--- config.mk ---
export PLATFORM = sky130hd
export DESIGN_NAME = vr_fault_supervisor
export DESIGN_NICKNAME = d
export VERILOG_FILES = /design/src/pkg/vr_fault_pkg.sv /design/src/logic/vr_fault_supervisor.sv
export SDC_FILE = /design/constraint.sdc
export NUM_CORES = 1
export LEC_CHECK = 0
export ABC_AREA = 1
export BUFFER_PORTS_ARGS = -buffer_cell sky130_fd_sc_hd__buf_2
export CAP_MARGIN = 15
export CORE_MARGIN = 2
export CORE_UTILIZATION = 30
export CTS_CLUSTER_SIZE = 16
export DETAILED_ROUTE_END_ITERATION = 8
export GPL_TIMING_DRIVEN = 1
export SYNTH_ARGS = -nofsm -noshare
export SYNTH_HDL_FRONTEND = slang
export SYNTH_SLANG_ARGS = --single-unit
--- constraint.sdc ---
create_clock -name clk_i -period 3.9 [get_ports clk_i]
set_input_delay 0.195 -clock clk_i [delete_from_list [all_inputs] [get_ports clk_i]]
set_output_delay 0.195 -clock clk_i [all_outputs]
set_load 0.01 [all_outputs]
--- src/pkg/vr_fault_pkg.sv ---
// Shared constants and types for the regulator fault supervisor.
package vr_fault_pkg;
    // --------------------
    // Clock and timing
    // --------------------
    localparam int CLK_PERIOD_PS = 4000;
    localparam int OC_ALERT_MAX_NS = 2000;
    localparam int OC_TIMER_MIN_NS = 7500;
    localparam int OC_TIMER_MAX_NS = 11000;
    localparam int OTHER_OFF_MAX_NS = 10000;
    localparam int THERM_SHUT_MIN_NS = 100000;
    localparam int BAL_FAULT_NS = 1000000;
    localparam int OC_TIMER_CYC = (OC_TIMER_MIN_NS * 1000 + CLK_PERIOD_PS - 1) / CLK_PERIOD_PS;
    localparam int THERM_SHUT_CYC = (THERM_SHUT_MIN_NS * 1000 + CLK_PERIOD_PS - 1) / CLK_PERIOD_PS;
    localparam int BAL_FAULT_CYC = (BAL_FAULT_NS * 1000 + CLK_PERIOD_PS - 1) / CLK_PERIOD_PS;

    // --------------------
    // Synchronised input positions
    // --------------------
    localparam int IN_OC = 0;
    localparam int IN_WOC = 1;
    localparam int IN_BAL = 2;
    localparam int IN_UV = 3;
    localparam int IN_OV = 4;
    localparam int IN_BELOW_TGT = 5;
    localparam int IN_CORE_WARN = 6;
    localparam int IN_NB_WARN = 7;
    localparam int IN_CORE_SHUT = 8;
    localparam int IN_NB_SHUT = 9;
    localparam int IN_OTHER = 10;
    localparam int IN_ENABLE = 11;
    localparam int IN_POR_OK = 12;
    localparam int IN_SCLK = 13;
    localparam int IN_SDATA = 14;
    localparam int IN_COUNT = 15;

    // --------------------
    // Serial packet bit positions
    // --------------------
    localparam logic [4:0] BIT_CORE_SEL = 5'h06;
    localparam logic [4:0] BIT_NB_SEL = 5'h07;
    localparam logic [4:0] BIT_TELEM_FN = 5'h15;
    localparam logic [4:0] PACKET_BITS = 5'h1b;

    // --------------------
    // Register map
    // --------------------
    localparam logic [3:0] ADDR_STATUS = 4'h0;
    localparam logic [3:0] ADDR_MASK = 4'h4;
    localparam logic [3:0] ADDR_FAULTS = 4'h8;
    localparam logic [3:0] ADDR_TELEM = 4'hc;
    localparam logic [3:0] MASK_RESET = 4'h0;
    localparam int EVT_OC = 0;
    localparam int EVT_FAULT = 1;
    localparam int EVT_THERM = 2;
    localparam int EVT_TELEM = 3;
    localparam int EVT_COUNT = 4;

    localparam logic [7:0] PERCENT_FULL = 8'h64;
    localparam logic [7:0] PERCENT_MAX = 8'hff;

    typedef enum logic [1:0] {
        TELEM_VOLT_CURR,
        TELEM_VOLT_ONLY,
        TELEM_OFF
    } telemetry_mode_type;

    typedef enum logic [1:0] {
        ST_OFF,
        ST_RUN,
        ST_FAULT
    } run_state_type;

    typedef struct packed {
        logic overcurrent_fault;
        logic severe_overcurrent_fault;
        logic balance;
        logic undervoltage;
        logic overvoltage;
        logic thermal;
        logic other_vr;
    } fault_flags_type;

    localparam fault_flags_type NO_FAULTS = '0;
endpackage : vr_fault_pkg

--- src/logic/vr_fault_supervisor.sv ---
// Fault supervision, throttle alert and telemetry mode control.
// Functional notes
// - Decode telemetry bits: 101 volt+current, 100 volt only, 110 off, 111 reserved.
// - Report load percent, full load at the 1.2V monitor level, proportional below.
// - Pull throttle alert low within 2us of an overcurrent detection.
// - Overcurrent held for 7.5us to 11us flags an overcurrent fault.
// - Overcurrent fault tri-states phases, shuts down, drops power good, flags other output.
// - Overcurrent dropping before timeout clears the timer and releases the alert.
// - Severe overcurrent shuts down at once and flags the other output.
// - Phase mismatch over 9mV for 1ms latches a balance fault.
// - Output 325mV under target latches undervoltage, drops power good, tri-states.
// - Overvoltage drops power good, low side on until below target, then tri-state.
// - Overvoltage pull-down repeats whenever the output rises above threshold again.
// - Temperature sense at or below 640mV pulls throttle alert low.
// - Up/down thermal counter, shutdown after at least 100us.
// - Warning compare moves 20mV to the reset level while tripped.
// - Alert released only when both temperature senses exceed the reset level.
// - Temperature at or below 580mV latches thermal fault and shuts both outputs.
// - Faults stay latched until enable or supply drops; then soft-start.
// - Telemetry mode applies only after the stop condition ends the packet.
`timescale 1ns/1ps
module vr_fault_supervisor
    import vr_fault_pkg::*;
#(
    parameter int LOAD_CURRENT_MONITOR_W = 10,
    parameter int LOAD_CURRENT_MONITOR_FULL_CODE = 800,
    parameter int OC_TIMER = OC_TIMER_CYC,
    parameter int THERM_SHUT = THERM_SHUT_CYC,
    parameter int BAL_TIME = BAL_FAULT_CYC
) (
    input wire logic clk_i,
    input wire logic reset_i,
    input wire logic overcurrent_cmp_i,
    input wire logic severe_overcurrent_cmp_i,
    input wire logic phase_mismatch_cmp_i,
    input wire logic undervoltage_cmp_i,
    input wire logic overvoltage_cmp_i,
    input wire logic below_target_cmp_i,
    input wire logic core_temp_warn_cmp_i,
    input wire logic nb_temp_sense_warn_cmp_i,
    input wire logic core_temp_shut_cmp_i,
    input wire logic nb_temp_sense_shut_cmp_i,
    input wire logic other_vr_fault_i,
    input wire logic enable_i,
    input wire logic por_ok_i,
    input wire logic serial_control_clock_i,
    input wire logic serial_control_data_i,
    input wire logic [LOAD_CURRENT_MONITOR_W-1:0] load_current_monitor_i,
    input wire logic [3:0] reg_addr_i,
    input wire logic [31:0] reg_wdata_i,
    input wire logic reg_write_i,
    input wire logic reg_read_i,
    output logic [31:0] reg_rdata_o,
    output logic irq_o,
    output logic throttle_alert_n_o,
    output logic power_good_out_o,
    output logic phase_tristate_o,
    output logic low_side_on_o,
    output logic shutdown_o,
    output logic other_vr_fault_o,
    output logic temp_thresh_reset_o,
    output logic soft_start_o,
    output telemetry_mode_type telemetry_mode_o,
    output logic [7:0] load_percent_o,
    output fault_flags_type fault_flags_o
);
    // --------------------
    // Parameter checks
    // --------------------
    if (LOAD_CURRENT_MONITOR_W < 2 || LOAD_CURRENT_MONITOR_W > 16 || LOAD_CURRENT_MONITOR_FULL_CODE < 1 || LOAD_CURRENT_MONITOR_FULL_CODE >= (1 << LOAD_CURRENT_MONITOR_W)
        || OC_TIMER < 1 || THERM_SHUT < 1 || BAL_TIME < 1) begin : g_param_check
        $error("vr_fault_supervisor: unsupported parameter values");
    end

    localparam int OCW = $clog2(OC_TIMER + 1);
    localparam int THW = $clog2(THERM_SHUT + 1);
    localparam int BLW = $clog2(BAL_TIME + 1);

    // --------------------
    // Input synchronisers
    // --------------------
    wire [IN_COUNT-1:0] raw_in = {serial_control_data_i, serial_control_clock_i, por_ok_i,
        enable_i, other_vr_fault_i, nb_temp_sense_shut_cmp_i, core_temp_shut_cmp_i,
        nb_temp_sense_warn_cmp_i, core_temp_warn_cmp_i, below_target_cmp_i,
        overvoltage_cmp_i, undervoltage_cmp_i, phase_mismatch_cmp_i,
        severe_overcurrent_cmp_i, overcurrent_cmp_i};
    logic [IN_COUNT-1:0] sync_a;
    logic [IN_COUNT-1:0] sync_b;

    genvar gi;
    generate
        for (gi = 0; gi < IN_COUNT; gi++) begin : g_sync
            always_ff @(posedge clk_i or posedge reset_i) begin
                if (reset_i) begin
                    sync_a[gi] <= 1'b0;
                    sync_b[gi] <= 1'b0;
                end else begin
                    sync_a[gi] <= raw_in[gi];
                    sync_b[gi] <= sync_a[gi];
                end
            end
        end
    endgenerate

    // --------------------
    // Enable, state and fault latch
    // --------------------
    run_state_type state;
    run_state_type next_state;
    fault_flags_type faults;
    fault_flags_type next_faults;
    logic [OCW-1:0] oc_count;
    logic [THW-1:0] therm_count;
    logic [BLW-1:0] bal_count;
    logic alert_hot;
    logic ov_pull;

    wire powered = sync_b[IN_ENABLE] & sync_b[IN_POR_OK];
    wire oc_now = sync_b[IN_OC];
    wire oc_expired = oc_now && oc_count >= OCW'(OC_TIMER - 1);
    wire bal_expired = sync_b[IN_BAL] && bal_count >= BLW'(BAL_TIME - 1);
    wire any_warn = sync_b[IN_CORE_WARN] | sync_b[IN_NB_WARN];
    wire therm_expired = any_warn && therm_count >= THW'(THERM_SHUT - 1);
    wire therm_shut = sync_b[IN_CORE_SHUT] | sync_b[IN_NB_SHUT];
    wire hard_fault = |{faults.overcurrent_fault, faults.severe_overcurrent_fault,
        faults.balance, faults.undervoltage, faults.thermal, faults.other_vr};

    always_comb begin
        next_faults = faults;
        next_faults.overcurrent_fault = faults.overcurrent_fault | oc_expired;
        next_faults.severe_overcurrent_fault = faults.severe_overcurrent_fault
            | sync_b[IN_WOC];
        next_faults.balance = faults.balance | bal_expired;
        next_faults.undervoltage = faults.undervoltage | sync_b[IN_UV];
        next_faults.overvoltage = faults.overvoltage | sync_b[IN_OV];
        next_faults.thermal = faults.thermal | therm_shut | therm_expired;
        next_faults.other_vr = faults.other_vr | sync_b[IN_OTHER];
    end

    always_comb begin
        case (state)
            ST_OFF: next_state = powered ? ST_RUN : ST_OFF;
            ST_RUN: next_state = !powered ? ST_OFF : (next_faults != NO_FAULTS ? ST_FAULT : ST_RUN);
            ST_FAULT: next_state = powered ? ST_FAULT : ST_OFF;
            default: next_state = ST_OFF;
        endcase
    end

    // Faults clear only while unpowered, so a retry needs enable or supply to drop and return.
    always_ff @(posedge clk_i or posedge reset_i) begin
        if (reset_i) begin
            state <= ST_OFF;
            faults <= NO_FAULTS;
        end else begin
            state <= next_state;
            faults <= (state == ST_OFF) ? NO_FAULTS : next_faults;
        end
    end

    // --------------------
    // Fault timers
    // --------------------
    always_ff @(posedge clk_i or posedge reset_i) begin
        if (reset_i) begin
            oc_count <= '0;
            bal_count <= '0;
            therm_count <= '0;
        end else begin
            oc_count <= (oc_now && !oc_expired) ? oc_count + 1'b1 : '0;
            bal_count <= (sync_b[IN_BAL] && !bal_expired) ? bal_count + 1'b1 : '0;
            if (any_warn && !therm_expired) begin
                therm_count <= therm_count + 1'b1;
            end else if (!any_warn && therm_count != '0) begin
                therm_count <= therm_count - 1'b1;
            end
        end
    end

    // --------------------
    // Thermal alert with hysteresis
    // --------------------
    // The comparators see the level chosen by temp_thresh_reset_o, which follows alert_hot.
    always_ff @(posedge clk_i or posedge reset_i) begin
        if (reset_i) begin
            alert_hot <= 1'b0;
        end else if (!alert_hot && any_warn) begin
            alert_hot <= 1'b1;
        end else if (alert_hot && !any_warn) begin
            alert_hot <= 1'b0;
        end
    end

    // --------------------
    // Overvoltage pull-down
    // --------------------
    always_ff @(posedge clk_i or posedge reset_i) begin
        if (reset_i) begin
            ov_pull <= 1'b0;
        end else if (state == ST_OFF) begin
            ov_pull <= 1'b0;
        end else if (sync_b[IN_OV]) begin
            ov_pull <= 1'b1;
        end else if (sync_b[IN_BELOW_TGT]) begin
            ov_pull <= 1'b0;
        end
    end

    // --------------------
    // Load percentage
    // --------------------
    wire [LOAD_CURRENT_MONITOR_W+7:0] pct_full = ({8'h00, load_current_monitor_i} * (LOAD_CURRENT_MONITOR_W + 8)'(PERCENT_FULL))
        / (LOAD_CURRENT_MONITOR_W + 8)'(LOAD_CURRENT_MONITOR_FULL_CODE);
    wire [7:0] pct_sat = (pct_full > (LOAD_CURRENT_MONITOR_W + 8)'(PERCENT_MAX)) ? PERCENT_MAX : pct_full[7:0];

    // --------------------
    // Serial control framing
    // --------------------
    logic sclk_prev;
    logic sdata_prev;
    logic in_packet;
    logic [4:0] bit_count;
    logic core_sel;
    logic nb_sel;
    logic telem_fn;
    wire sclk_rise = sync_b[IN_SCLK] & ~sclk_prev;
    wire start_cond = sclk_prev & sync_b[IN_SCLK] & sdata_prev & ~sync_b[IN_SDATA];
    wire stop_cond = sclk_prev & sync_b[IN_SCLK] & ~sdata_prev & sync_b[IN_SDATA];
    wire [4:0] bit_num = bit_count + 5'h01;
    // The clock rise that opens the stop is counted too, so a full packet ends one past it.
    wire packet_done = in_packet && stop_cond && bit_count == PACKET_BITS + 5'h01;

    function automatic logic [2:0] decode_telem(input logic fn, input logic core,
        input logic nb);
        // Bit 2 marks a valid command, bits 1:0 the mode.
        if (!fn || (core && nb)) begin
            decode_telem = {1'b0, TELEM_OFF};
        end else if (core) begin
            decode_telem = {1'b1, TELEM_OFF};
        end else if (nb) begin
            decode_telem = {1'b1, TELEM_VOLT_CURR};
        end else begin
            decode_telem = {1'b1, TELEM_VOLT_ONLY};
        end
    endfunction : decode_telem

    wire [2:0] telem_cmd = decode_telem(telem_fn, core_sel, nb_sel);

    always_ff @(posedge clk_i or posedge reset_i) begin
        if (reset_i) begin
            sclk_prev <= 1'b0;
            sdata_prev <= 1'b0;
            in_packet <= 1'b0;
            bit_count <= '0;
            core_sel <= 1'b0;
            nb_sel <= 1'b0;
            telem_fn <= 1'b0;
        end else begin
            sclk_prev <= sync_b[IN_SCLK];
            sdata_prev <= sync_b[IN_SDATA];
            if (start_cond) begin
                in_packet <= 1'b1;
                bit_count <= '0;
            end else if (stop_cond) begin
                in_packet <= 1'b0;
            end else if (in_packet && sclk_rise) begin
                bit_count <= bit_num;
                if (bit_num == BIT_CORE_SEL) begin
                    core_sel <= sync_b[IN_SDATA];
                end
                if (bit_num == BIT_NB_SEL) begin
                    nb_sel <= sync_b[IN_SDATA];
                end
                if (bit_num == BIT_TELEM_FN) begin
                    telem_fn <= sync_b[IN_SDATA];
                end
            end
        end
    end

    // --------------------
    // Registers and interrupt
    // --------------------
    logic [EVT_COUNT-1:0] status;
    logic [EVT_COUNT-1:0] mask;
    logic [EVT_COUNT-1:0] events;
    logic oc_prev;
    wire fault_rise = (state == ST_RUN) && (next_state == ST_FAULT);
    wire [EVT_COUNT-1:0] new_events = {packet_done & telem_cmd[2], any_warn & ~alert_hot,
        fault_rise, oc_now & ~oc_prev};
    wire status_read = reg_read_i && reg_addr_i == ADDR_STATUS;
    wire [31:0] rd_value = (reg_addr_i == ADDR_STATUS) ? {28'h0, status}
        : (reg_addr_i == ADDR_MASK) ? {28'h0, mask}
        : (reg_addr_i == ADDR_FAULTS) ? {25'h0, faults}
        : (reg_addr_i == ADDR_TELEM) ? {22'h0, telemetry_mode_o, load_percent_o}
        : 32'h0;

    assign events = new_events;

    // A new event in the read cycle survives the clear.
    always_ff @(posedge clk_i or posedge reset_i) begin
        if (reset_i) begin
            status <= '0;
            mask <= MASK_RESET;
            oc_prev <= 1'b0;
            reg_rdata_o <= '0;
            irq_o <= 1'b0;
        end else begin
            oc_prev <= oc_now;
            status <= (status_read ? '0 : status) | events;
            if (reg_write_i && reg_addr_i == ADDR_MASK) begin
                mask <= reg_wdata_i[EVT_COUNT-1:0];
            end
            reg_rdata_o <= reg_read_i ? rd_value : '0;
            irq_o <= |(((status_read ? '0 : status) | events) & mask);
        end
    end

    // --------------------
    // Output flops
    // --------------------
    always_ff @(posedge clk_i or posedge reset_i) begin
        if (reset_i) begin
            throttle_alert_n_o <= 1'b1;
            power_good_out_o <= 1'b0;
            phase_tristate_o <= 1'b1;
            low_side_on_o <= 1'b0;
            shutdown_o <= 1'b1;
            other_vr_fault_o <= 1'b0;
            temp_thresh_reset_o <= 1'b0;
            soft_start_o <= 1'b0;
            telemetry_mode_o <= TELEM_VOLT_CURR;
            load_percent_o <= '0;
            fault_flags_o <= NO_FAULTS;
        end else begin
            throttle_alert_n_o <= !(oc_now || alert_hot);
            power_good_out_o <= (state == ST_RUN) && next_faults == NO_FAULTS;
            phase_tristate_o <= (state == ST_OFF) || hard_fault
                || (faults.overvoltage && !ov_pull);
            low_side_on_o <= ov_pull;
            shutdown_o <= (state == ST_OFF) || hard_fault;
            other_vr_fault_o <= faults.overcurrent_fault | faults.severe_overcurrent_fault
                | faults.thermal;
            temp_thresh_reset_o <= alert_hot;
            soft_start_o <= (state == ST_OFF) && powered;
            if (packet_done && telem_cmd[2]) begin
                telemetry_mode_o <= telemetry_mode_type'(telem_cmd[1:0]);
            end
            load_percent_o <= pct_sat;
            fault_flags_o <= faults;
        end
    end
endmodule : vr_fault_supervisor

Word level (Yosys, flattened, before mapping) --
Cells that the tools add are included. W data, S select, Z words.
Word-level totals: register bits after elaboration 141, word-level logic and storage cells 203
Cells by class: add/sub/neg operators 5, multiply operators 1, div/mod/pow operators 1, order comparisons 4, equality and inequality tests 11, muxes and demuxes 30, bitwise logic cells 31, reductions and logical operators 48
Operator list (number):
- $mux W10 | 5
- $mux W15 | 2
- $logic_and A1 B1 Y1 | 20
- $add A18 B1 Y18 const B | 1
- $div A17 B10 Y18 const B | 1
- $ge A18 B18 Y1 const B | 1
- $gt A18 B8 Y1 const B | 1
- $mux W18 | 1
- $add A15 B1 Y15 const B | 1
- $ge A15 B15 Y1 const B | 1
- $mul A10 B5 Y15 const B | 1
- $mux W5 | 3
- $reduce_bool A15 Y1 | 1
- $sub A15 B1 Y15 const B | 1
- $or A1 B1 Y1 | 12
- $reduce_and A4 Y1 | 3
- $add A11 B1 Y11 const B | 1
- $ge A11 B11 Y1 const B | 1
- $mux W11 | 1
- $and A1 B1 Y1 | 10
- $eq A5 B3 Y1 const B | 2
- $eq A5 B5 Y1 const B | 2
- $mux W1 | 9
- $eq A4 B4 Y1 const B | 2
- 25 further kinds | 48

Longest topological paths before layout --
depth after elaboration 12, gate-level depth with buffers 54

Least setup slack after synthesis --
No wires, ideal clock.
path type input-to-reg, start point input port load_current_monitor_i[1], end point register load_percent_o[0], library setup time 124 ps, arrival 5467 ps, setup slack -1691 ps, cell stages on the path 49, path buffers 1, path through inv_1 > ha_1 > ha_1 > ha_1 > inv_1 > fa_1 > inv_2 > nand2_1 > nand2_2 > nand3_1 > nand2_1 > nand2_1 > nor2_2 > nand2_1 > nand2_2 > nand2_2 > nand2_4 > buf_8 > (+13 left out) > nand2_4 > nand2_2 > nand2_1 > nand2_2 > nor2_4 > nand2_4 > nand3_1 > nand4_2 > nand2_4 > nand2_4 > nand2_2 > nand2_2 > nor2_2 > nand2_2 > nand2_1 > nor2_1 > nor2_2 > nand3_2
Between the ends: longest elaborated chain between the ends 4
Ends and longest elaborated chain:
- start, declared | line vr_fault_supervisor.sv:48 | input wire logic [LOAD_CURRENT_MONITOR_W-1:0] load_current_monitor_i,
- $mul A10 B5 Y15 (*) | line vr_fault_supervisor.sv:211 | wire [LOAD_CURRENT_MONITOR_W+7:0] pct_full = ({8'h00, load_current_monitor_i} * (LOAD_CURRENT_MONITOR_W + 8)'( ...
- $div A17 B10 Y18 (*) | line vr_fault_supervisor.sv:212 | / (LOAD_CURRENT_MONITOR_W + 8)'(LOAD_CURRENT_MONITOR_FULL_CODE);
- $gt A18 B8 Y1 | line vr_fault_supervisor.sv:213 | wire [7:0] pct_sat = (pct_full > (LOAD_CURRENT_MONITOR_W + 8)'(PERCENT_MAX)) ? PERCENT_MAX : pct_full[7:0];
- $mux W8 (*) | line vr_fault_supervisor.sv:213
- named net pct_sat[0] | line vr_fault_supervisor.sv:213
- end signal, assigned | line vr_fault_supervisor.sv:348 | load_percent_o <= pct_sat;
- end, declared | line vr_fault_supervisor.sv:64 | output logic [7:0] load_percent_o,
The timed path passes the listed nets; every way through them passes the cells marked *. A chain may end at the register's enable or synchronous reset.

Worst setup path after layout --
start point input port load_current_monitor_i[4], end point register load_percent_o[0]
Same word-level chain as after synthesis.

==> impl.org <==
** Timing
- The tightest hold path in the finished design has a slack of -0.02302 ns.
- Clock tree skew after final layout :: roughly 0.0075 ns
- Setup repair after global routing could not meet its margin everywhere.
- Final slew viol count :: 0
- Clock period minus worst slack :: about 5.5 ns
- The worst pin sits at a relative slew slack of 0.3343.
- Dividing the final minimum period by the clock period gives 1.411.
- Setup violations remaining at the end of the flow were counted as 5.
- Derived from the worst setup path, the maximum achievable clock frequency is about 180 MHz.
- The total count of hold-check failures in the final report was 42.
- Minimum setup slack in the final design :: -1.602 ns
- Post-Route Setup TNS :: -5.793 ns
- At the pin with the least slew margin, the transition time is approximately 1 ns.

** Synth
- Synthesized instance count :: 1,040
- The mapped netlist covers 8640 µm².
- Post-synth top area share :: 0.3997
- Cells taking the most area after synthesis :: dfrtp_1 (40%), nand2_1 (9.4%), ha_1 (8.4%), inv_1 (6.5%), nand3_1 (4.3%)
- After synthesis, the mean cell area works out to 8.307 µm².
- Synthesized-area fraction occupied by xor and xnor cells :: 0.03157
- Synth unique cells :: 53
- Counting flops with a built-in enable in the synthesized netlist gives 0.
- Total of flip-flops plus latches after synthesis :: about 140
- In the synthesized netlist the async set-or-reset flop fraction comes to 1.000.
- Among all flip-flop cells after synthesis, the most frequent one is dfrtp_1.
- Of the total synthesized cell area, the portion taken by full adders, half adders and majority gates is 0.09790.
- Measured against the total synthesized area, the mux share comes to 0.005214.
- Of the total synthesized cell area, the portion taken by AND, OR, NAND and NOR gates is 0.2933.
- Compound-gate portion of the synthesized area :: 0.07024
- During synthesis, Yosys emitted a total of 0 warnings.
- Largest area contributor in the netlist :: dfrtp_1
- Sequential-to-total area share from yosys stat :: 0.4088
- Main combinational cell family by area after synthesis :: simple AND/OR/NAND/NOR gates

** Clock network
- The clock net in this run drives a total of between 100 and 150 sinks.
- TritonCTS built the clock tree.
- Worst skew pair latency :: approximately 0.42 ns
- After clock tree synthesis, the clock-pin slew on the worst setup and hold paths is 0.07 ns.
- Bufs on Longest Clock Path :: 2
- CTS built an H-tree with a depth of 4.
- Clock tree synthesis selected as its root buffer the cell clkbuf_16.
- Number of buffers created by CTS :: 17

** Detailed routing
- After the first detailed-routing iteration, the DRC count stood at 333.
- Dividing the detail-routed via count by the number of cells gives 4.451.
- After detailed routing, the total wire length is 20.57 mm.
- For this run, design rule violations remaining after detail routing come to 0.
- The routed layout has between 7k and 8k vias.
- WL per Instance :: between 10 and 15 µm
- TritonRoute pass-1 iters :: 5
- Antenna-violating nets left :: 0

** Setup path
- For this run, the slowest stage of the critical path takes 0.48 ns.
- The worst setup path is launched from an input port.
- By startpoint and endpoint, the worst setup path is classified as input port to flip-flop.
- Nature of the critical path endpoint :: flip-flop
- For the worst setup path, the data required time is around 4.2 ns.
- Slowest cell on the critical path :: fa_1
- Largest fanout on the critical path :: 8
- Data on the critical path arrives at its endpoint at just under 6 ns.
- Most common cell type on the critical path :: nand2_2

** Floorplanning
- Initial Utilization :: 0.3026
- I/O pin total :: ~120
- From left edge to right edge, the die measures approximately 170 µm.
- The floorplan step defined a die boundary enclosing between 30,000 and 40,000 µm².
- The die is between 150 and 200 µm tall.
- Core area :: between 20,000 and 30,000 µm²
- In this run the core area contains a little over 60 standard-cell rows.

** Run
- Max-cap check violation count :: 0

** Final layout
- Growth of design area from synthesis to finish :: 42.07%
- In the final design database the tool counted ~1.4k nets.
- Counting the fill cells in the layout gives between 2k and 3k.
- Of the cells placed in the final design, the portion with a size suffix greater than 1 is 0.3654.
- Antenna diode instance count :: 0

** Placed design
- Buffers placed on the I/O ports in this run total between 70 and 80.
- Detailed placement ended at an HPWL of about 15 mm.
- The congestion estimate from routability-driven global placement came to 0.7935.

** Global routing
- Via count of the first global-routing pass :: ~7.7k
- Global-route wire length before repair :: ~34 mm
- Across every metal layer, demand over resource in global routing totals 0.1370.
- Entering global routing, the biggest net connects 100 pins.
- Global route total overflow :: 0
- Antenna violations before repair :: 0

** Run status
- Violated checks :: hold timing, setup timing
- The flow ran to the end, but the final reports show violations.

** Hold path
- Path category of the worst min-delay check :: input port to async pin
[per-layer routing]
layer	track usage	part of all wire	up-vias
met5	0	0	-
met2	0.2517	0.52	118
li1	-	-	3871
met1	0.1613	0.43	3609
met3	0.02039	0.029	31
met4	0.05042	0.023	0
[flip-flops by register name, summed over array words and instances, names as in the netlist, 5 cells and up]
signal and cells:
bal_count 18, bit_count 5, fault_flags_o 7, faults 7, load_percent_o 8, oc_count 11
reg_rdata_o 10, sync_a 15, sync_b 14, therm_count 15
[cell type report]
cell class,instances,area (µm²),share of cell area
Timing Repair Buffer,264,1941,0.1581
Sequential cell,141,3533,0.2879
Inverter,159,603.1,0.04913
Clock inverter,15,166.4,0.01356
Clock buffer,17,425.4,0.03466
Tap cell,384,480.5,0.03914
Multi-Input combinational cell,734,5125,0.4175
[cells in the final DEF, fill, tap and decap left out, types with 23 or more instances in the layout]
master / instances
nand2_1: 181
buf_4: 165
dfrtp_1: 137
inv_1: 133
nor2_1: 75
buf_2: 67
nand3_1: 63
nand2_2: 48
ha_1: 37
o21ai_0: 34
a21oi_1: 27
nand2_4: 27
inv_2: 23
[Yosys cell counts, types with 3 or more instances]
| cell type | number |
|---|---|
| a21oi_1 | 35 |
| a31oi_1 | 5 |
| buf_4 | 22 |
| clkbuf_1 | 3 |
| dfrtp_1 | 138 |
| dfstp_2 | 3 |
| fa_1 | 6 |
| ha_1 | 58 |
| inv_1 | 149 |
| inv_2 | 9 |
| mux2_2 | 4 |
| nand2_1 | 217 |
| nand2_2 | 32 |
| nand2_4 | 11 |
| nand3_1 | 75 |
| nand3_2 | 6 |
| nand3_4 | 4 |
| nand4_1 | 14 |
| nand4_2 | 5 |
| nor2_1 | 82 |
| nor2_2 | 10 |
| nor2_4 | 5 |
| nor3_1 | 19 |
| nor3b_1 | 10 |
| nor4_1 | 10 |
| o211ai_1 | 3 |
| o21ai_0 | 42 |
| o21bai_1 | 4 |
| or2_2 | 4 |
| xnor2_1 | 10 |
| xor2_1 | 18 |
[worst max-delay path: cells and delay by family]
family,cells,cell delay [ns]
AOI/OAI and AO/OA,2,0.45
adders and majority gates,4,1.27
buffers and inverters,9,0.82
and+or+nand+nor,35,3.02
[stage by stage]
step	utilization	instances	area [µm²]	setup slack (ns)	hold slack [ns]
6_report	0.4300	1714	12270	-1.602	-0.02302
3_5_place_dp	0.3721	1620	10620	-2.123	0.3043
5_1_grt	0.4300	1714	12270	-1.991	0.01078
4_1_cts	0.4130	1692	11790	-1.460	0.006891
2_1_floorplan	-	1061	8982	-1.564	0.2264
3_3_place_gp	0.3721	1620	10620	-1.969	0.3024
[kinds of logic after synthesis]
logic type,after synthesis
buf+inv,186
compound gates,105
other cells,1
simple gates,510
xor+xnor,29
mux,4
fa+ha+maj,64
flops,141
[what timing repair did]
action	in CTS	in global routing
hold buffers	15	0
endpoints found under the setup margin	5	9
setup buffers	25	23
cloned	0	0
pin swaps	45	53
hold endpoints to repair	15	0
resized for setup	51	74
[final timing paths]
check	from	endpoint	slack [ns]	cells after the start
max	load_current_monitor_i[4]	load_percent_o[0]	-1.60	50
max in group asynchronous	reset_i	shutdown_o	2.91	3
max reg2reg	therm_count[0]	therm_count[14]	0.26	28
min in group clk_i	reg_wdata_i[0]	mask[0]	0.02	2
min	reset_i	therm_count[1]	-0.02	2
min reg2reg	sync_a[14]	sync_b[14]	0.35	0
Power is left out: the tool's default activity adds up to more than one toggle a clock period on the data nets, which glitch-free logic cannot reach.
